`src/verilog/iam_consts.svh`:
```
// constants of the ipv6 icmp entry matcher
`ifndef IAM_CONSTS_SVH
`define IAM_CONSTS_SVH

// next-header protocol numbers
`define IAM_PROTO_ICMPV6 8'h3a
`define IAM_PROTO_UDP 8'h11
`define IAM_PROTO_TCP 8'h06

// bit positions in the per-criterion result vector
`define IAM_CRIT_NH 0
`define IAM_CRIT_SRC 1
`define IAM_CRIT_HOP 2
`define IAM_CRIT_TYPE 3
`define IAM_CRIT_CODE 4
`define IAM_CRIT_COUNT 5

// reset values
`define IAM_RST_CRIT 5'h00
`define IAM_RST_COUNT 16'h0000

// pipeline depth from frame strobe to result
`define IAM_LATENCY 2

`endif

```
`src/verilog/iam_pkg.sv`:
```
// types of the ipv6 icmp entry matcher
package iam_pkg;

  typedef enum logic [2:0] {
    iam_nh_any,
    iam_nh_specific,
    iam_nh_icmp,
    iam_nh_udp,
    iam_nh_tcp
  } iam_nh_sel_e;

  typedef enum logic {
    iam_sel_any,
    iam_sel_specific
  } iam_sel_e;

  typedef enum logic [1:0] {
    iam_hop_any,
    iam_hop_zero,
    iam_hop_nonzero
  } iam_hop_sel_e;

endpackage

```
`src/verilog/iam_masked_cmp.sv`:
```
// registered masked equality compare of one header field
`timescale 1ns/1ps
module iam_masked_cmp #(
  parameter int WIDTH = 8
) (
  // clock and reset
  input wire logic clk_in,
  input wire logic rst_in,
  // compare operands
  input wire logic care_in,
  input wire logic [WIDTH-1:0] field_in,
  input wire logic [WIDTH-1:0] value_in,
  input wire logic [WIDTH-1:0] mask_in,
  // result, one cycle after the operands
  output logic match_out
);

  logic [WIDTH-1:0] bit_ok;
  logic next_match;

  // a cleared mask bit makes that bit don't-care
  for (genvar i = 0; i < WIDTH; i++) begin : g_bit
    assign bit_ok[i] = ~mask_in[i] | (field_in[i] ~^ value_in[i]);
  end

  always_comb begin
    next_match = ~care_in | (&bit_ok);
  end

  always_ff @(posedge clk_in) begin
    if (rst_in) begin
      match_out <= 1'b0;
    end else begin
      match_out <= next_match;
    end
  end

endmodule

```
`src/verilog/iam_hop_check.sv`:
```
// registered hop-limit condition of one entry
`timescale 1ns/1ps
module iam_hop_check
  import iam_pkg::*;
(
  // clock and reset
  input wire logic clk_in,
  input wire logic rst_in,
  // condition and frame field
  input wire iam_hop_sel_e hop_sel_in,
  input wire logic [7:0] hop_limit_in,
  // result, one cycle after the inputs
  output logic hop_ok_out
);

  logic next_hop_ok;
  logic hop_positive;

  assign hop_positive = (hop_limit_in != 8'h00);

  always_comb begin
    next_hop_ok = 1'b0;
    unique case (hop_sel_in)
      iam_hop_any: begin
        next_hop_ok = 1'b1;
      end
      iam_hop_zero: begin
        next_hop_ok = ~hop_positive;
      end
      iam_hop_nonzero: begin
        next_hop_ok = hop_positive;
      end
      // unused code never hits
      default: begin
        next_hop_ok = 1'b0;
      end
    endcase
  end

  always_ff @(posedge clk_in) begin
    if (rst_in) begin
      hop_ok_out <= 1'b0;
    end else begin
      hop_ok_out <= next_hop_ok;
    end
  end

endmodule

```
`src/verilog/iam_matcher.sv`:
```
// match logic of one ipv6 access_control_entry with icmp parameters
`timescale 1ns/1ps
`include "iam_consts.svh"
module iam_matcher
  import iam_pkg::*;
#(
  parameter int COUNT_WIDTH = 16
) (
  // clock and reset
  input wire logic clk_in,
  input wire logic rst_in,
  // frame fields from the parser
  input wire logic frame_valid_in,
  input wire logic [7:0] next_header_in,
  input wire logic [31:0] source_low_address_in,
  input wire logic [7:0] hop_limit_in,
  input wire logic [7:0] l4_byte0_in,
  input wire logic [7:0] l4_byte1_in,
  // entry configuration
  input wire logic entry_enable_in,
  input wire iam_nh_sel_e nh_sel_in,
  input wire logic [7:0] nh_value_in,
  input wire iam_sel_e source_address_filter_in,
  input wire logic [31:0] source_low_address_value_in,
  input wire logic [31:0] source_low_address_mask_in,
  input wire iam_hop_sel_e hop_sel_in,
  input wire iam_sel_e icmp_type_sel_in,
  input wire logic [7:0] icmp_type_value_in,
  input wire iam_sel_e icmp_code_sel_in,
  input wire logic [7:0] icmp_code_value_in,
  // match result
  output logic result_valid_out,
  output logic hit_out,
  output logic [`IAM_CRIT_COUNT-1:0] criteria_out,
  output logic [COUNT_WIDTH-1:0] hit_count_out
);

  // stage one state
  logic s1_valid;
  logic s1_proto_ok;
  logic s1_enable;
  logic next_s1_valid;
  logic next_s1_proto_ok;
  logic next_s1_enable;

  // stage two state feeds the outputs directly
  logic next_result_valid;
  logic next_hit;
  logic [`IAM_CRIT_COUNT-1:0] next_criteria;
  logic [COUNT_WIDTH-1:0] next_hit_count;

  // stage one results of the compare units
  logic nh_value_ok;
  logic source_ok;
  logic hop_ok;
  logic type_ok;
  logic code_ok;

  logic nh_care;
  logic icmp_selected;
  logic type_care;
  logic code_care;
  logic [`IAM_CRIT_COUNT-1:0] s1_crit;

  assign nh_care = (nh_sel_in == iam_nh_specific);
  // type and code only count when the entry asks for icmp frames
  assign icmp_selected = (nh_sel_in == iam_nh_icmp);
  assign type_care = icmp_selected && (icmp_type_sel_in == iam_sel_specific);
  assign code_care = icmp_selected && (icmp_code_sel_in == iam_sel_specific);

  iam_masked_cmp #(
    .WIDTH(8)
  ) u_nh_cmp (
    .clk_in(clk_in),
    .rst_in(rst_in),
    .care_in(nh_care),
    .field_in(next_header_in),
    .value_in(nh_value_in),
    .mask_in(8'hff),
    .match_out(nh_value_ok)
  );

  // only the low word of the source address ever reaches this block
  iam_masked_cmp #(
    .WIDTH(32)
  ) u_source_cmp (
    .clk_in(clk_in),
    .rst_in(rst_in),
    .care_in(source_address_filter_in == iam_sel_specific),
    .field_in(source_low_address_in),
    .value_in(source_low_address_value_in),
    .mask_in(source_low_address_mask_in),
    .match_out(source_ok)
  );

  iam_hop_check u_hop (
    .clk_in(clk_in),
    .rst_in(rst_in),
    .hop_sel_in(hop_sel_in),
    .hop_limit_in(hop_limit_in),
    .hop_ok_out(hop_ok)
  );

  iam_masked_cmp #(
    .WIDTH(8)
  ) u_type_cmp (
    .clk_in(clk_in),
    .rst_in(rst_in),
    .care_in(type_care),
    .field_in(l4_byte0_in),
    .value_in(icmp_type_value_in),
    .mask_in(8'hff),
    .match_out(type_ok)
  );

  iam_masked_cmp #(
    .WIDTH(8)
  ) u_code_cmp (
    .clk_in(clk_in),
    .rst_in(rst_in),
    .care_in(code_care),
    .field_in(l4_byte1_in),
    .value_in(icmp_code_value_in),
    .mask_in(8'hff),
    .match_out(code_ok)
  );

  // protocol restriction from the selector
  always_comb begin
    next_s1_valid = frame_valid_in;
    next_s1_enable = entry_enable_in;
    next_s1_proto_ok = 1'b0;
    unique case (nh_sel_in)
      iam_nh_any: begin
        next_s1_proto_ok = 1'b1;
      end
      iam_nh_specific: begin
        next_s1_proto_ok = 1'b1;
      end
      iam_nh_icmp: begin
        next_s1_proto_ok = (next_header_in == `IAM_PROTO_ICMPV6);
      end
      iam_nh_udp: begin
        next_s1_proto_ok = (next_header_in == `IAM_PROTO_UDP);
      end
      iam_nh_tcp: begin
        next_s1_proto_ok = (next_header_in == `IAM_PROTO_TCP);
      end
      // unused selector codes never hit
      default: begin
        next_s1_proto_ok = 1'b0;
      end
    endcase
  end

  always_ff @(posedge clk_in) begin
    if (rst_in) begin
      s1_valid <= 1'b0;
      s1_proto_ok <= 1'b0;
      s1_enable <= 1'b0;
    end else begin
      s1_valid <= next_s1_valid;
      s1_proto_ok <= next_s1_proto_ok;
      s1_enable <= next_s1_enable;
    end
  end

  always_comb begin
    s1_crit = `IAM_RST_CRIT;
    s1_crit[`IAM_CRIT_NH] = s1_proto_ok & nh_value_ok;
    s1_crit[`IAM_CRIT_SRC] = source_ok;
    s1_crit[`IAM_CRIT_HOP] = hop_ok;
    s1_crit[`IAM_CRIT_TYPE] = type_ok;
    s1_crit[`IAM_CRIT_CODE] = code_ok;
  end

  // results hold between frames; valid marks the fresh one
  always_comb begin
    next_result_valid = s1_valid;
    next_criteria = criteria_out;
    next_hit = hit_out;
    next_hit_count = hit_count_out;
    if (s1_valid) begin
      next_criteria = s1_crit;
      next_hit = s1_enable & (&s1_crit);
      if (s1_enable && (&s1_crit)) begin
        // wraps silently; software samples differences
        next_hit_count = hit_count_out + COUNT_WIDTH'(1);
      end
    end
  end

  always_ff @(posedge clk_in) begin
    if (rst_in) begin
      result_valid_out <= 1'b0;
      hit_out <= 1'b0;
      criteria_out <= `IAM_RST_CRIT;
      hit_count_out <= COUNT_WIDTH'(0);
    end else begin
      result_valid_out <= next_result_valid;
      hit_out <= next_hit;
      criteria_out <= next_criteria;
      hit_count_out <= next_hit_count;
    end
  end

  nh_any_a: assert property (@(posedge clk_in) disable iff (rst_in)
    (result_valid_out && $past(nh_sel_in, 2) == iam_nh_any) |-> criteria_out[`IAM_CRIT_NH])
    else $error("next header any did not hit");

  nh_specific_a: assert property (@(posedge clk_in) disable iff (rst_in)
    (result_valid_out && $past(nh_sel_in, 2) == iam_nh_specific)
    |-> criteria_out[`IAM_CRIT_NH] == ($past(next_header_in, 2) == $past(nh_value_in, 2)))
    else $error("next header value compare wrong");

  nh_proto_a: assert property (@(posedge clk_in) disable iff (rst_in)
    (result_valid_out && $past(nh_sel_in, 2) == iam_nh_icmp)
    |-> criteria_out[`IAM_CRIT_NH] == ($past(next_header_in, 2) == `IAM_PROTO_ICMPV6))
    else $error("icmp protocol restriction wrong");

  source_any_a: assert property (@(posedge clk_in) disable iff (rst_in)
    (result_valid_out && $past(source_address_filter_in, 2) == iam_sel_any)
    |-> criteria_out[`IAM_CRIT_SRC])
    else $error("source any did not hit");

  source_mask_a: assert property (@(posedge clk_in) disable iff (rst_in)
    (result_valid_out && $past(source_address_filter_in, 2) == iam_sel_specific)
    |-> criteria_out[`IAM_CRIT_SRC] == ((($past(source_low_address_in, 2)
    ^ $past(source_low_address_value_in, 2)) & $past(source_low_address_mask_in, 2)) == 32'h0000_0000))
    else $error("masked source compare wrong");

  hop_zero_a: assert property (@(posedge clk_in) disable iff (rst_in)
    (result_valid_out && $past(hop_sel_in, 2) == iam_hop_zero && $past(hop_limit_in, 2) != 8'h00)
    |-> !hit_out)
    else $error("hop zero condition let a frame hit");

  hop_nonzero_a: assert property (@(posedge clk_in) disable iff (rst_in)
    (result_valid_out && $past(hop_sel_in, 2) == iam_hop_nonzero)
    |-> criteria_out[`IAM_CRIT_HOP] == ($past(hop_limit_in, 2) != 8'h00))
    else $error("hop non-zero condition wrong");

  icmp_type_a: assert property (@(posedge clk_in) disable iff (rst_in)
    (result_valid_out && $past(nh_sel_in, 2) == iam_nh_icmp && $past(icmp_type_sel_in, 2) == iam_sel_specific)
    |-> criteria_out[`IAM_CRIT_TYPE] == ($past(l4_byte0_in, 2) == $past(icmp_type_value_in, 2)))
    else $error("icmp type compare wrong");

  icmp_code_a: assert property (@(posedge clk_in) disable iff (rst_in)
    (result_valid_out && $past(nh_sel_in, 2) == iam_nh_icmp && $past(icmp_code_sel_in, 2) == iam_sel_specific)
    |-> criteria_out[`IAM_CRIT_CODE] == ($past(l4_byte1_in, 2) == $past(icmp_code_value_in, 2)))
    else $error("icmp code compare wrong");

  non_icmp_a: assert property (@(posedge clk_in) disable iff (rst_in)
    (result_valid_out && $past(nh_sel_in, 2) != iam_nh_icmp)
    |-> criteria_out[`IAM_CRIT_TYPE] && criteria_out[`IAM_CRIT_CODE])
    else $error("icmp fields judged on a non-icmp entry");

  all_hit_a: assert property (@(posedge clk_in) disable iff (rst_in)
    result_valid_out |-> hit_out == ($past(entry_enable_in, 2) && (&criteria_out)))
    else $error("hit does not combine all criteria");

  // the counter steps at the same edge that raises the result
  count_step_a: assert property (@(posedge clk_in) disable iff (rst_in)
    (result_valid_out && hit_out) |-> hit_count_out == $past(hit_count_out) + COUNT_WIDTH'(1))
    else $error("hit counter did not advance");

  count_hold_a: assert property (@(posedge clk_in) disable iff (rst_in)
    !(result_valid_out && hit_out) |-> hit_count_out == $past(hit_count_out))
    else $error("hit counter moved without a hit");

  nh_udp_a: assert property (@(posedge clk_in) disable iff (rst_in)
    (result_valid_out && $past(nh_sel_in, 2) == iam_nh_udp)
    |-> criteria_out[`IAM_CRIT_NH] == ($past(next_header_in, 2) == `IAM_PROTO_UDP))
    else $error("udp protocol restriction wrong");

  nh_tcp_a: assert property (@(posedge clk_in) disable iff (rst_in)
    (result_valid_out && $past(nh_sel_in, 2) == iam_nh_tcp)
    |-> criteria_out[`IAM_CRIT_NH] == ($past(next_header_in, 2) == `IAM_PROTO_TCP))
    else $error("tcp protocol restriction wrong");

  hop_any_a: assert property (@(posedge clk_in) disable iff (rst_in)
    (result_valid_out && $past(hop_sel_in, 2) == iam_hop_any) |-> criteria_out[`IAM_CRIT_HOP])
    else $error("hop any did not pass");

  type_any_a: assert property (@(posedge clk_in) disable iff (rst_in)
    (result_valid_out && $past(icmp_type_sel_in, 2) == iam_sel_any) |-> criteria_out[`IAM_CRIT_TYPE])
    else $error("icmp type any did not pass");

  code_any_a: assert property (@(posedge clk_in) disable iff (rst_in)
    (result_valid_out && $past(icmp_code_sel_in, 2) == iam_sel_any) |-> criteria_out[`IAM_CRIT_CODE])
    else $error("icmp code any did not pass");

endmodule

```
`config.mk`:
```
export PLATFORM = sky130hd
export DESIGN_NAME = iam_matcher
export DESIGN_NICKNAME = d
export VERILOG_FILES = /design/src/verilog/iam_pkg.sv /design/src/verilog/iam_masked_cmp.sv /design/src/verilog/iam_hop_check.sv /design/src/verilog/iam_matcher.sv
export VERILOG_INCLUDE_DIRS = /design/src /design/src/verilog
export SDC_FILE = /design/constraint.sdc
export NUM_CORES = 1
export LEC_CHECK = 0
export ABC_AREA = 1
export BUFFER_PORTS_ARGS = -buffer_cell sky130_fd_sc_hd__buf_2
export CAP_MARGIN = 20
export CORE_MARGIN = 5
export CORE_UTILIZATION = 36
export DETAILED_ROUTE_END_ITERATION = 8
export GPL_TIMING_DRIVEN = 0
export PLACE_DENSITY = 0.81
export RECOVER_POWER = 100
export SLEW_MARGIN = 25
export SYNTH_ARGS = -nofsm -noshare
export SYNTH_HDL_FRONTEND = slang
export SYNTH_SLANG_ARGS = --single-unit
```
`constraint.sdc`:
```
create_clock -name clk_in -period 1.3 [get_ports clk_in]
set_input_delay 0.26 -clock clk_in [delete_from_list [all_inputs] [get_ports clk_in]]
set_output_delay 0.26 -clock clk_in [all_outputs]
set_load 0.01 [all_outputs]
```
======== After elaboration in Yosys (flattened, before gate mapping) ========
Cells that the tools add are included.
storage, ports and cells
  bits in registers ....................... 31
  latch bits .............................. 0
  bits in writable memories ............... 0
  bits in read-only memories .............. 0
  input port bits ......................... 164
  output and inout port bits .............. 23
  logic and storage cells ................. 168
  memories kept ........................... 0
operators by class
  add/subtract/negate cells ............... 1
  multiply operators ...................... 0
  div/mod/pow operators ................... 0
  magnitude comparators ................... 0
  equal/unequal tests ..................... 9
  shifts and indexed selects .............. 0
  multiplexer cells ....................... 2
  bitwise logic cells ..................... 131
  reduce and logical (&&, ||, !) cells .... 13
operators with widths
  kind                   count
  $xnor 1x1->1           56
  $not 1->1              37
  $or 1x1->1             36
  $reduce_and 32->1      1
  $reduce_and 8->1       3
  $add 16x1->16 const B  1
  $eq 8x3->1 const B     1
  $eq 8x5->1 const B     1
  $eq 8x6->1 const B     1
  $reduce_bool 8->1      1
  $eq 3x2->1 const B     2
  $reduce_and 5->1       1
  $pmux 1 s4             1
  $eq 3x1->1 const B     1
  $eq 3x3->1 const B     1
  $logic_and 1x1->1      3
  $logic_not 3->1        1
  $pmux 1 s3             1
  $and 1x1->1            2
  $eq 2x1->1 const B     1
  $eq 2x2->1 const B     1
  $logic_not 2->1        1
  $reduce_and 2->1       1
  $reduce_or 2->1        1

======== Longest topological paths before layout ========
Gate-level depths: netlist (run 1).
  depth in word-level cells ............... 4
  mapped depth ............................ 9
  depth with buffers taken out ............ 9

======== Hierarchy ========
From an unflattened synthesis (run 1), not the netlist that was laid out.
unflattened totals
  cells, all modules ...................... 546
  area total of the unflattened synthesis .. 2805.2 sq um
modules (own cells, without submodules)
  module                           instances  cells an instance  area each (sq um)  sequential area each (sq um)
  iam_matcher                      1          200                1297.5             520.5
  iam_masked_cmp (u_source_cmp)    1          185                775.7              20.0
  iam_masked_cmp (u_code_cmp ...)  3          49                 220.2              20.0
  iam_hop_check                    1          14                 71.3               20.0

======== Worst setup path before layout (run 1) ========
OpenSTA, ideal clock, no wires.
  path kind ............................... reg2reg
  start ................................... reg hit_count_out[0]
  end ..................................... reg hit_count_out[10]
  library setup time ...................... 113 ps
  arrival time ............................ 1286 ps
  setup slack ............................. -99 ps
  stages on the path, launching flop included .. 9
  cells stage by stage .................... dfxtp_1 -> ha_1 -> nand3_1 -> nor3_4 -> nand2_1 -> nor2_1 -> nand2_1 -> nand2_1 -> nor2_1
between the ends
  longest elaborated chain between the ends .. 1
ends and longest elaborated chain
  what                      RTL line            RTL
  start: declaration        iam_matcher.sv:35   output logic [COUNT_WIDTH-1:0] hit_count_out
  start signal: assignment  iam_matcher.sv:203  hit_count_out <= next_hit_count;
  $add 16x1->16             iam_matcher.sv:188  next_hit_count = hit_count_out + COUNT_WIDTH'(1);
Every way passes these cells.
A chain may end at the register's enable or synchronous reset.

======== Worst setup path in the final report (run 1) ========
  start ................................... reg hit_count_out[4]
  end ..................................... reg hit_count_out[7]
Same word-level chain as after synthesis.

==> results of run 1 <==
[through the flow]
| stage | std cells | total power, W | utilization, % | setup slack (ns) |
|---|---|---|---|---|
| global route | 700 | 0.00258 | 56.8 | -0.133 |
| finish | 700 | 0.00242 | 56.8 | -0.0472 |
| floorplan | 423 | 0.00128 | - | 0.0106 |
| CTS | 696 | 0.00246 | 56.2 | -0.0459 |
| detailed placement | 685 | 0.00161 | 53.6 | -0.311 |
| global placement | 685 | 0.00158 | 53.6 | -0.313 |
[placed cells by master (no fill, tap or decap), types with 4 or more instances in the layout]
master                       n
sky130_fd_sc_hd__nand2_1   120
sky130_fd_sc_hd__clkbuf_1   22
sky130_fd_sc_hd__nand3_1    43
sky130_fd_sc_hd__buf_4       7
sky130_fd_sc_hd__nand4_1     4
sky130_fd_sc_hd__xor2_1     10
sky130_fd_sc_hd__a21oi_1    12
sky130_fd_sc_hd__buf_2     167
sky130_fd_sc_hd__dfxtp_2     9
sky130_fd_sc_hd__a31oi_1     5
sky130_fd_sc_hd__o21ai_0     9
sky130_fd_sc_hd__or2_2       9
sky130_fd_sc_hd__nor3_1      8
sky130_fd_sc_hd__inv_1      85
sky130_fd_sc_hd__clkbuf_8    7
sky130_fd_sc_hd__dfxtp_1    19
sky130_fd_sc_hd__nor2_1     40
sky130_fd_sc_hd__xnor2_1    12
sky130_fd_sc_hd__nand2_2     5
[worst paths after layout]
| path | slack (ns) | cells past startpoint | endpoint | start |
|---|---|---|---|---|
| setup / recovery | -0.05 | 6 | hit_count_out[7] | hit_count_out[4] |
| hold / removal | 0.15 | 2 | u_hop.hop_ok_out | hop_sel_in[1] |
| setup reg to reg | -0.05 | 6 | hit_count_out[7] | hit_count_out[4] |
| hold reg to reg | 0.47 | 2 | criteria_out[4] | criteria_out[4] |
[report_power, final]
part | internal (W) | switching [W]
clock network | 0.000483 | 0.000349
registers | 0.000972 | 0.0000144
logic | 0.000321 | 0.000278
[registers in the layout, indices dropped and copies added (netlist names)]
| register | count |
|---|---|
| u_nh_cmp.match_out | 1 |
| s1_proto_ok | 1 |
| criteria_out | 5 |
| u_type_cmp.match_out | 1 |
| hit_out | 1 |
| hit_count_out | 16 |
| u_source_cmp.match_out | 1 |
| s1_enable | 1 |
| result_valid_out | 1 |
| u_hop.hop_ok_out | 1 |
| u_code_cmp.match_out | 1 |
| next_result_valid | 1 |
[routing by layer]
layer  up-vias  global-route usage, %  part of all wire [%]  wire length (um)
met1      1387                   19.5                    38              3070
met4         0                   7.18                   2.5               198
met2       122                   32.7                    51              4060
met5         -                      0                     0                 0
met3        20                   5.24                   8.5               677
li1       1698                      -                     -                 -
[critical path: cells and delay by family, from the launching register on]
kind                   cells  cell delay, ns
and+or+nand+nor            5            0.64
DFF                        1            0.42
buffers and inverters      1            0.18
[cells in the mapped netlist]
library cell	number	area, sq um
sky130_fd_sc_hd__nand2_2	1	6.26
sky130_fd_sc_hd__nor3_1	10	50.1
sky130_fd_sc_hd__nor3b_1	3	22.5
sky130_fd_sc_hd__nand2_4	1	11.3
sky130_fd_sc_hd__dfxtp_1	31	621
sky130_fd_sc_hd__nand3_1	46	230
sky130_fd_sc_hd__nor4_1	3	18.8
sky130_fd_sc_hd__ha_1	1	12.5
sky130_fd_sc_hd__clkbuf_1	2	7.51
sky130_fd_sc_hd__a21oi_1	12	60.1
sky130_fd_sc_hd__nand2_1	125	469
sky130_fd_sc_hd__nand4_1	4	25.0
sky130_fd_sc_hd__nor2_1	44	165
sky130_fd_sc_hd__inv_1	86	323
sky130_fd_sc_hd__buf_4	1	7.51
sky130_fd_sc_hd__xor2_1	10	87.6
sky130_fd_sc_hd__nor3_4	2	32.5
sky130_fd_sc_hd__nor2_2	1	6.26
sky130_fd_sc_hd__o21ai_0	12	60.1
sky130_fd_sc_hd__a31oi_1	5	31.3
sky130_fd_sc_hd__or2_2	9	56.3
sky130_fd_sc_hd__and3_1	1	6.26
sky130_fd_sc_hd__xnor2_1	12	105
sky130_fd_sc_hd__and2_0	1	6.26
[timing repair]
action	in CTS	in global routing
hold buffers	0	0
resized for setup	17	17
endpoints found under the setup margin	13	12
gates cloned	0	0
buffers inserted	3	4
pin swaps	6	9
[cell type report]
| class | instances | area, sq um |
|---|---|---|
| Fill cell | 641 | 2790 |
| Multi-Input combinational cell | 303 | 1540 |
| Timing Repair Buffer | 192 | 952 |
| Sequential cell | 31 | 643 |
| Inverter | 86 | 327 |
| Clock buffer | 8 | 100 |
| Tap cell | 77 | 96.3 |
| Buffer | 3 | 15.0 |
[cell families after synthesis]
| kind of cell | count (synthesis) |
|---|---|
| and+or+nand+nor | 251 |
| buffers and inverters | 89 |
| DFF | 31 |
| AOI/OAI and AO/OA | 29 |
| xor gates and xnor gates | 22 |
| adders and majority gates | 1 |
==> results.md, run 1 <==
Status:
- The flow ran to the end, but the final reports show violations.
- The final reports fail on setup timing.

Yosys:
- Dividing the synthesized area by the synthesized cell count gives between 5 and 6 sq um.
- After synthesis, the share of cell area in mux cells is 0%.
- The share of the synthesized netlist area taken by xor and xnor gates is 7.96%.
- The count of different cell masters after synthesis is 24.
- The register bit total from synthesis is 31.
- The netlist area before placement is between 0.002 and 0.0025 sq mm.
- The post-synthesis share of cell area spent on full adders, half adders and majority gates is 0.517%.
- Synthesis produced a netlist with a net count of between 500 and 600.
- The number of synthesis warnings is 0.
- The complex-gate fraction of the synthesized area is under 10%.
- The area fraction in and, or, nand and nor cells after synthesis is 45.7%.
- By area, the combinational part of the netlist is dominated by simple AND/OR/NAND/NOR gates.
- Summing the sequential cell areas from Yosys gives 25.6% of the chip area.
- The gate count after technology mapping is 423.

GRT:
- After global routing the overflow that remains totals 0.
- The global-route usage over all layers is 18.0%.
- The number of antenna violations at the first check in global routing is 0.
- Entering global routing, the biggest net connects 11 pins.
- The via count of the first global-routing pass is 3081.
- The first global-routing pass estimated between 10000 and 15000 um of wire.

Timing:
- The relative slew slack is 69.8%.
- The total count of max-transition violations in the final report was 0.
- Setup repair after global routing could not meet its margin everywhere.
- The post-route worst setup slack is -0.0472 ns.
- The aggregate negative setup slack is -0.0808 ns.
- For the pin with the worst max-slew slack, the measured transition is 0.453 ns.
- Between clock sinks in the finished design, the worst skew comes to ~0.008 ns.
- After layout, the worst path uses 104% of the clock period.
- The post-route worst hold slack is roughly 0.15 ns.
- The total count of hold-check failures in the final report is 0.
- For this run, the top clock speed supported by timing is roughly 740 MHz.
- Setup violations remaining at the end of the flow were counted as 3.
- The minimum clock period is 1.35 ns.

Placement:
- The HPWL after detailed placement is 6880 um.
- The final weighted congestion of routability-driven global placement is 0.877.
- The number of I/O port buffers is between 150 and 200.
- The total cell area at the placement stage is 0.00346 sq mm.

Detailed routing:
- The via count is approximately 3200.
- The first-pass iteration count of the detailed router is 6.
- The post-detailed-route via-to-cell ratio is around 4.6.
- Once detail routing completed, the nets flagged for antenna violations numbered 0.
- The count of routing violations after the opening detailed-route iteration is 64.
- The number of remaining DRC errors is 0.
- The detailed-route wire length per cell is 11.4 um.
- The final layout contains routed wiring with a total length of between 8000 and 9000 um.

Clocking:
- Clock-pin slew was measured on the worst setup and hold paths at 0.07 ns.
- The deepest level of the CTS H-tree is 2.
- The clock passes through at most 2 buffers.
- CTS placed an instance of sky130_fd_sc_hd__clkbuf_8 at the clock tree root.
- In this run, CTS created clock tree buffers numbering 5.
- The clock insertion delay at the later pin of the skew report is 0.28 ns.
- The clock tree from TritonCTS is done.
- The TritonCTS sink count is 31.

Die:
- The row count is 29.
- Once the floorplan was initialized, standard cells occupied a little under two fifths of the core.
- The die covers about 0.0085 sq mm.
- The height of the die is 92.0 um.
- The area of the core is 0.00646 sq mm.
- The horizontal die dimension is 92.0 um.
- 187 I/O pins were placed.

Layout:
- The proportion of layout cells with a drive suffix above 1 is about 36%.
- After routing the design area is roughly 0.0037 sq mm.
- The repair_antennas step left the layout with diodes totalling 0.
- Compared with the post-synthesis result, the final layout area differs by 51.6%.
- The number of nets in the layout is 787.

Pwr:
- Across the VDD grid, the largest voltage drop is 0.395 mV.
- The leakage power of the design is 2.09 nW.
- In this run the power density over the cells is 658 mW/mm^2.

Worst setup path:
- On the critical path, the stage with the largest delay is an instance of sky130_fd_sc_hd__dfxtp_1.
- The arrival time of data at the critical path endpoint is 1.53 ns.
- STA classifies the critical path startpoint as a flop.
- STA puts the critical path data required time at ~1.5 ns.
- The maximum fanout count along the critical path is 5.
- The classification of the worst setup path is reg -> reg.
- The maximum cell stage delay along the critical path is around 0.42 ns.
- The worst setup path is captured at a flop.
- The critical path goes through nand2_2 > nor3_4 > buf_4 > nand4_1 > nand2_1 > nor2_1.

Flow run:
- The number of max-capacitance violations reported is 0.

Min path:
- The class of the tightest hold or removal check is in -> reg.
(Power assumes the default switching activity.)
==> run 2, diff against run 1 <==
--- a/config.mk
+++ b/config.mk
@@ -11,6 +11,7 @@
 export CAP_MARGIN = 20
 export CORE_MARGIN = 5
 export CORE_UTILIZATION = 36
+export CTS_CLUSTER_SIZE = 24
 export DETAILED_ROUTE_END_ITERATION = 8
 export GPL_TIMING_DRIVEN = 0
 export PLACE_DENSITY = 0.81
==> constraint.sdc (replaced) <==
create_clock -name clk_in -period 1.2 [get_ports clk_in]
set_input_delay 0.24 -clock clk_in [delete_from_list [all_inputs] [get_ports clk_in]]
set_output_delay 0.24 -clock clk_in [all_outputs]
set_load 0.01 [all_outputs]
==> run 2 against run 1 <==
Against the previous run: the flow still finishes with violations (setup timing); combinational power increased by 8.7%; hold slack got worse by 0.027 ns; utilization rose by 1.5 points; die area did not move; total power increased by 8.3%; first-iteration DRC count shrank 13%; clock power up 8.2%; sequential cell count did not move; clock skew decreased by 0.0040 ns; sequential share of layout area shrank 0.45 points; critical endpoint is now hit_count_out[10].
==> results.md, run 2 (synthesis results as in run 1) <==
Die:
- The horizontal die dimension is ~92 um.
- The die is 92.0 um tall.
- roughly 190 I/O pins were placed.
- The area of the core is 0.00646 sq mm.
- The row count is 29.
- The initial utilization of the core area, before any placement, comes to 37.5%.
- The die covers 0.00846 sq mm.

Flow run:
- The number of max-capacitance violations reported is 0.

Worst setup path:
- In this run the critical register-to-register path is captured at hit_count_out[10].
- For the worst setup path, the data arrival time is 1.52 ns.
- Measured in cells, the most critical reg-to-reg path has a length of 9.
- The slowest stage of the critical path is the sky130_fd_sc_hd__dfxtp_2 cell.
- Of all nets on the critical path, the largest fanout is 5.
- Tracing the worst setup path back leads to its startpoint at u_type_cmp.match_out.
- Grouping stages by cell kind, the critical path spends the most delay in simple AND/OR/NAND/NOR gates.
- The worst setup path is captured at a flop.
- The classification of the worst setup path is reg -> reg.
- The critical path goes through nand2_2 > nor2_4 > nand2_4 > nor3_4 > nand2_2 > nor2_2 > nand2_1 > nand2_1 > nor2_1.
- The worst setup path is launched from a flop.
- The number of buffers and inverters on the critical path is 0.
- The setup check on the worst reg-to-reg path leaves a slack of -0.13 ns.
- The maximum cell stage delay along the critical path is approximately 0.33 ns.
- The critical path runs through a total of 9 cells.
- The startpoint identified for the worst register-to-register timing path is u_type_cmp.match_out.
- For the worst setup path, the data required time is 1.39 ns.

Clocking:
- The tree built by TritonCTS fans out to 31 sinks.
- CTS built an H-tree with a depth of 2.
- Clock tree synthesis inserted a total of 5 buffers.
- The clock root buffer master is sky130_fd_sc_hd__clkbuf_8.
- The clock reaches the later pin of the worst-skew pair after 0.29 ns.
- Clock-pin slew was measured on the worst setup and hold paths at 0.06 ns.
- The clock tree from TritonCTS is done.
- The largest buffer count on any clock path is 2.

Pwr:
- The net switching share of the total power is 26.5%.
- The leakage power of the design is 2.19 nW.
- The analysis attributes to net switching a power of 0.000693 W.
- Cell internal power was estimated by the tool at 0.00192 W.
- The power density over cell area is 695 mW/mm^2.
- Per report_power, the sequential group accounts for 40.8% of the total.
- The proportion of power drawn by combinational gates is between 20% and 30%.
- The largest vdd supply drop is ~0.38 mV.
- The clock network is responsible for 34.4% of the overall power.

Timing:
- The final clock period utilization by the worst path is 111%.
- The worst-margin pin slew is about 0.45 ns.
- The minimum clock period is 1.33 ns.
- The total count of hold-check failures in the final report came to 0.
- The final-report setup violation count is 10.
- Timing would allow up to 752 MHz.
- Between clock sinks in the finished design, the worst skew comes to between 0.003 and 0.004 ns.
- The relative slew slack is 70.2%.
- Setup repair after global routing could not meet its margin everywhere.
- The total count of max-transition violations in the final report is 0.
- The post-route worst setup slack is -0.130 ns.
- The tightest hold path in the finished design has a slack of between 0.1 and 0.15 ns.

Layout:
- The synthesis-to-finish area growth is 55.6%.
- Leaving out fill and tap cells, the most frequent cell in the layout is sky130_fd_sc_hd__buf_2.
- 0 antenna diodes ended up in the layout.
- With fillers left out, the area of the finished cells amounts to 0.00377 sq mm.
- The register with the most flip-flops in the layout has 16 of them.
- Counting flops per register, the top entry is hit_count_out.
- The number of nets in the layout is 792.
- Cells fill 58.3% of the core in the end.
- In the final layout, the registers with the most flip-flops are hit_count_out: 16 flops, criteria_out: 5 flops.
- The library cells used most frequently in the layout, excluding fill and tap cells, are 177 x sky130_fd_sc_hd__buf_2, 120 x sky130_fd_sc_hd__nand2_1, 84 x sky130_fd_sc_hd__inv_1.
- In the final layout, the share of cells above drive strength 1 is 38.9%.
- The number of fill cells is 652.

Placement:
- The HPWL after detailed placement is between 7000 and 8000 um.
- In this run the tool buffered the top-level ports with 185 buffer cells.
- At the end of routability-driven placement, the weighted congestion stood at 0.924.
- The total cell area at the placement stage is 0.00348 sq mm.

Detailed routing:
- After detailed routing, the average wire length per cell comes to 11.9 um.
- Signal routing reaches up to met4.
- The first-pass iteration count of the detailed router is 4.
- After detailed routing, the number of remaining DRC violations is 0.
- The count of routing violations after the opening detailed-route iteration is 56.
- The total wire length is 8360 um.
- Summed over all nets, wire length on met3 after detailed routing comes to 737 um.
- In the detailed route, the total length drawn on met2 is approximately 4400 um.
- After detailed routing, the number of vias per cell comes to 4.63.
- The final antenna-violating net count is 0.
- Across all layers, the routed design uses 3264 vias.
- The detailed router put a total of 3060 um of wire on met1.

GRT:
- The global-route wire length before repair is 13400 um.
- The number of antenna violations at the first check in global routing is 0.
- The global-route usage over all layers is a little under a fifth.
- Entering global routing, the biggest net connects 11 pins.
- The total overflow reported by the global router is 0.
- The via count of the first global-routing pass is 3252.

Min path:
- In this run the worst hold path is classified as in -> reg.
- Counting instances, the worst hold path has a depth of 2.
- The path with the worst hold slack has its endpoint at u_source_cmp.match_out.
- The source of the worst hold timing path is source_address_filter_in.

Status:
- The final reports fail on setup timing.
- The run finished, with violations left.
-- run 2: cell types whose count changed in the layout (fill, tap and decap cells not counted), sizes merged --
cell and change:
clkinvlp -1, buf +16, inv +1, clkbuf -11
-- run 2: area by class of cell --
type | instances | area [sq um] | share of cell area (%)
plain buffers | 3 | 15.0 | 0.399
clock buffers | 8 | 100 | 2.66
inverters | 86 | 328 | 8.70
multi-input cells | 303 | 1570 | 41.6
flip-flops and latches | 31 | 643 | 17.1
well taps | 77 | 96.3 | 2.56
repair buffers | 197 | 1020 | 27.0
-- run 2: metal layers --
layer  global-route usage (%)  vias to the layer above
met5                        0                        -
met4                     6.56                        0
met3                     5.97                       18
met2                     37.5                      126
met1                     18.7                     1406
li1                         -                     1714
-- run 2: how the worst max path moves through the flow --
stage	to	slack, ns
after floorplan	hit_count_out[10]	-0.05
after global placement	hit_count_out[10]	-0.21
after detailed placement	hit_count_out[11]	-0.23
after CTS	hit_count_out[11]	-0.16
after global routing	hit_count_out[11]	-0.21
final	hit_count_out[10]	-0.13
-- run 2: power groups by stage --
stage               Clock (W)  Sequential (W)  Combinational, W
floorplan                   0         0.00109          0.000288
detailed placement          0         0.00109          0.000653
global route         0.000964         0.00107          0.000751
CTS                  0.000918         0.00107          0.000661
global placement            0         0.00109          0.000624
finish               0.000900         0.00107          0.000651
-- run 2: timing repair --
item                       4_1_cts  5_1_grt
setup buffers                    7        6
pin swaps                        7       13
hold buffers                     0        0
setup endpoints to repair       12       14
gates resized for setup         22       17
-- run 2: metrics by stage --
stage          total power (W)  setup slack [ns]  instances  TNS, ns
2_1_floorplan          0.00138           -0.0464        423  -0.0586
5_1_grt                0.00279            -0.208        705    -1.95
6_report               0.00262            -0.130        705   -0.744
3_5_place_dp           0.00174            -0.226        685    -2.23
3_3_place_gp           0.00171            -0.208        685    -1.62
4_1_cts                0.00265            -0.159        700   -0.702
==> run 3, diff against run 2 <==
--- a/config.mk
+++ b/config.mk
@@ -9,7 +9,6 @@
 export ABC_AREA = 1
 export BUFFER_PORTS_ARGS = -buffer_cell sky130_fd_sc_hd__buf_2
 export CAP_MARGIN = 20
-export CORE_MARGIN = 5
 export CORE_UTILIZATION = 36
 export CTS_CLUSTER_SIZE = 24
 export DETAILED_ROUTE_END_ITERATION = 8
==> run 3 against run 2 <==
Against the previous run: the run ends with DRC, setup timing left; clock-buffer cell count down 3; clock skew up 0.0082 ns; global-route usage rose by 2.5 points.
==> results.md, run 3 (synthesis results as in run 1) <==
Pwr:
- The completed layout was analyzed and its total power is 0.00272 W.
- For this design the static power due to leakage is 2.18 nW.
- The largest vdd supply drop is 0.425 mV.
- For this design the ratio of total power to cell area is 725 mW/mm^2.

Die:
- The initial utilization of the core area, before any placement, comes to a little under two fifths.
- The total die area is approximately 0.0071 sq mm.
- The number of top-level design ports is 187.
- From left edge to right edge, the die measures ~84 um.
- After floorplanning, the core was sized to cover between 0.006 and 0.007 sq mm.
- The row count is 29.
- The height of the die is between 80 and 90 um.

GRT:
- The via count of the first global-routing pass came to 3293.
- The largest net degree at the start of global routing is 11.
- After global routing the overflow that remains totals 0.
- The first global-routing pass estimated 12600 um of wire.
- The global-route usage over all layers is 21.6%.
- The number of antenna violations at the first check in global routing was 0.

Worst setup path:
- On the worst path, the slowest cell contributes a delay of 0.40 ns.
- Tracing the worst setup path back leads to its startpoint at hit_count_out[2].
- The classification of the worst setup path is reg -> reg.
- The worst setup path is launched from a flop.
- The maximum fanout count along the critical path is 5.
- The capturing element type of the critical path is a flop.
- The critical path goes through nand3_2 > nor3_4 > buf_4 > nand4_1 > nand2_1 > nor2_1.
- STA puts the critical path data arrival time at 1.49 ns.
- At the worst endpoint, the required time is 1.39 ns.
- For this design, the slowest cell found on the critical path is sky130_fd_sc_hd__dfxtp_2.
- In this run the critical register-to-register path is launched from hit_count_out[2].

Placement:
- The HPWL after detailed placement is roughly 6300 um.
- The number of I/O port buffers is 185.
- The congestion estimate from routability-driven global placement came to 0.825.
- The instance count after placement with tap cells included is 685.

Layout:
- In the final layout, the registers with the most flip-flops are hit_count_out: 16 flops, criteria_out: 5 flops.
- The repair_antennas step left the layout with diodes totalling 0.
- Of the cells placed in the final design, the portion with a size suffix greater than 1 is 38.7%.
- The most common cell after layout, fill and taps aside is sky130_fd_sc_hd__buf_2.
- The synthesis-to-finish area growth is 55.1%.
- The register with the most flip-flops in the layout has 16 of them.
- After the last flow step, the layout net total stands at 790.
- In the layout the commonest cells are 175 x sky130_fd_sc_hd__buf_2, 120 x sky130_fd_sc_hd__nand2_1, 83 x sky130_fd_sc_hd__inv_1.
- Cells fill between 50% and 60% of the core in the end.
- The post-route non-filler standard cell count is 703.
- The register with the most flip-flops is hit_count_out.

Detailed routing:
- The first detailed-routing pass ran for 6 iterations.
- Detailed routing inserted a total of 3278 vias.
- The final antenna-violating net count is 0.
- After detailed routing, the number of remaining DRC violations is 18.
- In the final routed layout, each cell accounts on average for 10.6 um.
- After detailed routing, the number of vias per cell comes to about 4.7.
- For this block, the initial DRC count from the detailed router was 67.
- The total wire length is 7470 um.

Timing:
- Setup slack on the critical path of the routed design comes to -0.103 ns.
- The total count of hold-check failures in the final report was 0.
- Based on the critical path, the design can be clocked at up to 767 MHz.
- For the pin with the worst max-slew slack, the measured transition is 0.431 ns.
- Subtracting the final worst setup slack from the clock period gives between 1 and 1.5 ns.
- Setup violations remaining at the end of the flow were counted as 11.
- The final clock period utilization by the worst path is 109%.
- Clock skew on the completed layout was measured at 0.0121 ns.
- The total count of max-transition violations in the final report is 0.
- Setup repair after global routing could not meet its margin everywhere.
- Measured against its own limit, the worst slew margin works out to 71.3%.
- For the final routed database, the setup TNS stands at -0.454 ns.

Clocking:
- The TritonCTS buffer count is 5.
- The clock tree from TritonCTS is done.
- The clock insertion delay at the later pin of the skew report is 0.29 ns.
- Clock tree synthesis selected as its root buffer the cell sky130_fd_sc_hd__clkbuf_8.
- The clock tree synthesis step divided the H-tree into 2 levels.
- The clock edge transition at the registers on the reported setup and hold paths is 0.07 ns.
- Clock tree synthesis found a total of 31 sinks.
- Hold repair after CTS inserted 0 buffers.
- The longest clock path from root to sink contains 2 buffers.

Status:
- The final reports fail on DRC, setup timing.
- The run finished, with violations left.

Flow run:
- The number of max-capacitance violations reported is 0.

Min path:
- The source of the worst hold timing path is hop_sel_in[1].
- The tightest min-delay check is of the in -> reg type.
run 3: cell count changes in the layout (fill, tap and decap cells not counted), moves of 2 or more:
cell | previous run | this run
sky130_fd_sc_hd__buf_2 | 177 | 175
sky130_fd_sc_hd__buf_6 | 3 | 0
sky130_fd_sc_hd__clkbuf_8 | 7 | 5
sky130_fd_sc_hd__inv_2 | 0 | 2
run 3: repair_timing:
| action | CTS | global route |
|---|---|---|
| gates resized for setup | 24 | 14 |
| pin swaps | 10 | 7 |
| setup buffers | 7 | 3 |
| setup endpoints to repair | 14 | 15 |
run 3: final timing paths:
path	to	slack, ns	cells after the start
max	hit_count_out[7]	-0.10	6
min	u_hop.hop_ok_out	0.12	2
max reg2reg	hit_count_out[7]	-0.10	6
min reg2reg	criteria_out[4]	0.46	2
run 3: per-layer routing:
layer	vias to the layer above	track usage (%)	routed length, um
li1	1699	-	-
met1	1413	21.3	2850
met2	135	42.6	3910
met3	31	4.06	455
met4	0	10.2	258
met5	-	0	0
run 3: cell type report:
type / count / area [sq um]
clock buffers: 5 / 68.8
flip-flops and latches: 31 / 644
inverters: 86 / 325
clock inverters: 3 / 38.8
well taps: 77 / 96.3
multi-input cells: 303 / 1580
repair buffers: 195 / 988
fillers: 629 / 2670
plain buffers: 3 / 15.0
run 3: power breakdown:
part           switching (W)  internal, W  leakage [nW]
combinational       0.000303     0.000353          1.86
sequential         0.0000174      0.00105         0.259
clock               0.000389     0.000607        0.0556
total               0.000710      0.00201          2.18
run 3: metrics by stage:
stage | area [sq um] | worst slack [ns] | hold slack (ns)
CTS | 3710 | -0.126 | 0.117
floorplan | 2460 | -0.0464 | 0.329
detailed placement | 3480 | -0.244 | 0.423
finish | 3760 | -0.103 | 0.123
global route | 3760 | -0.188 | 0.124
global placement | 3480 | -0.236 | 0.417
run 3: worst max-delay path, delay by kind of cell (launching register included):
| family | cells | cell delay (ns) |
|---|---|---|
| buf+inv | 1 | 0.17 |
| flops | 1 | 0.40 |
| simple gates | 5 | 0.63 |
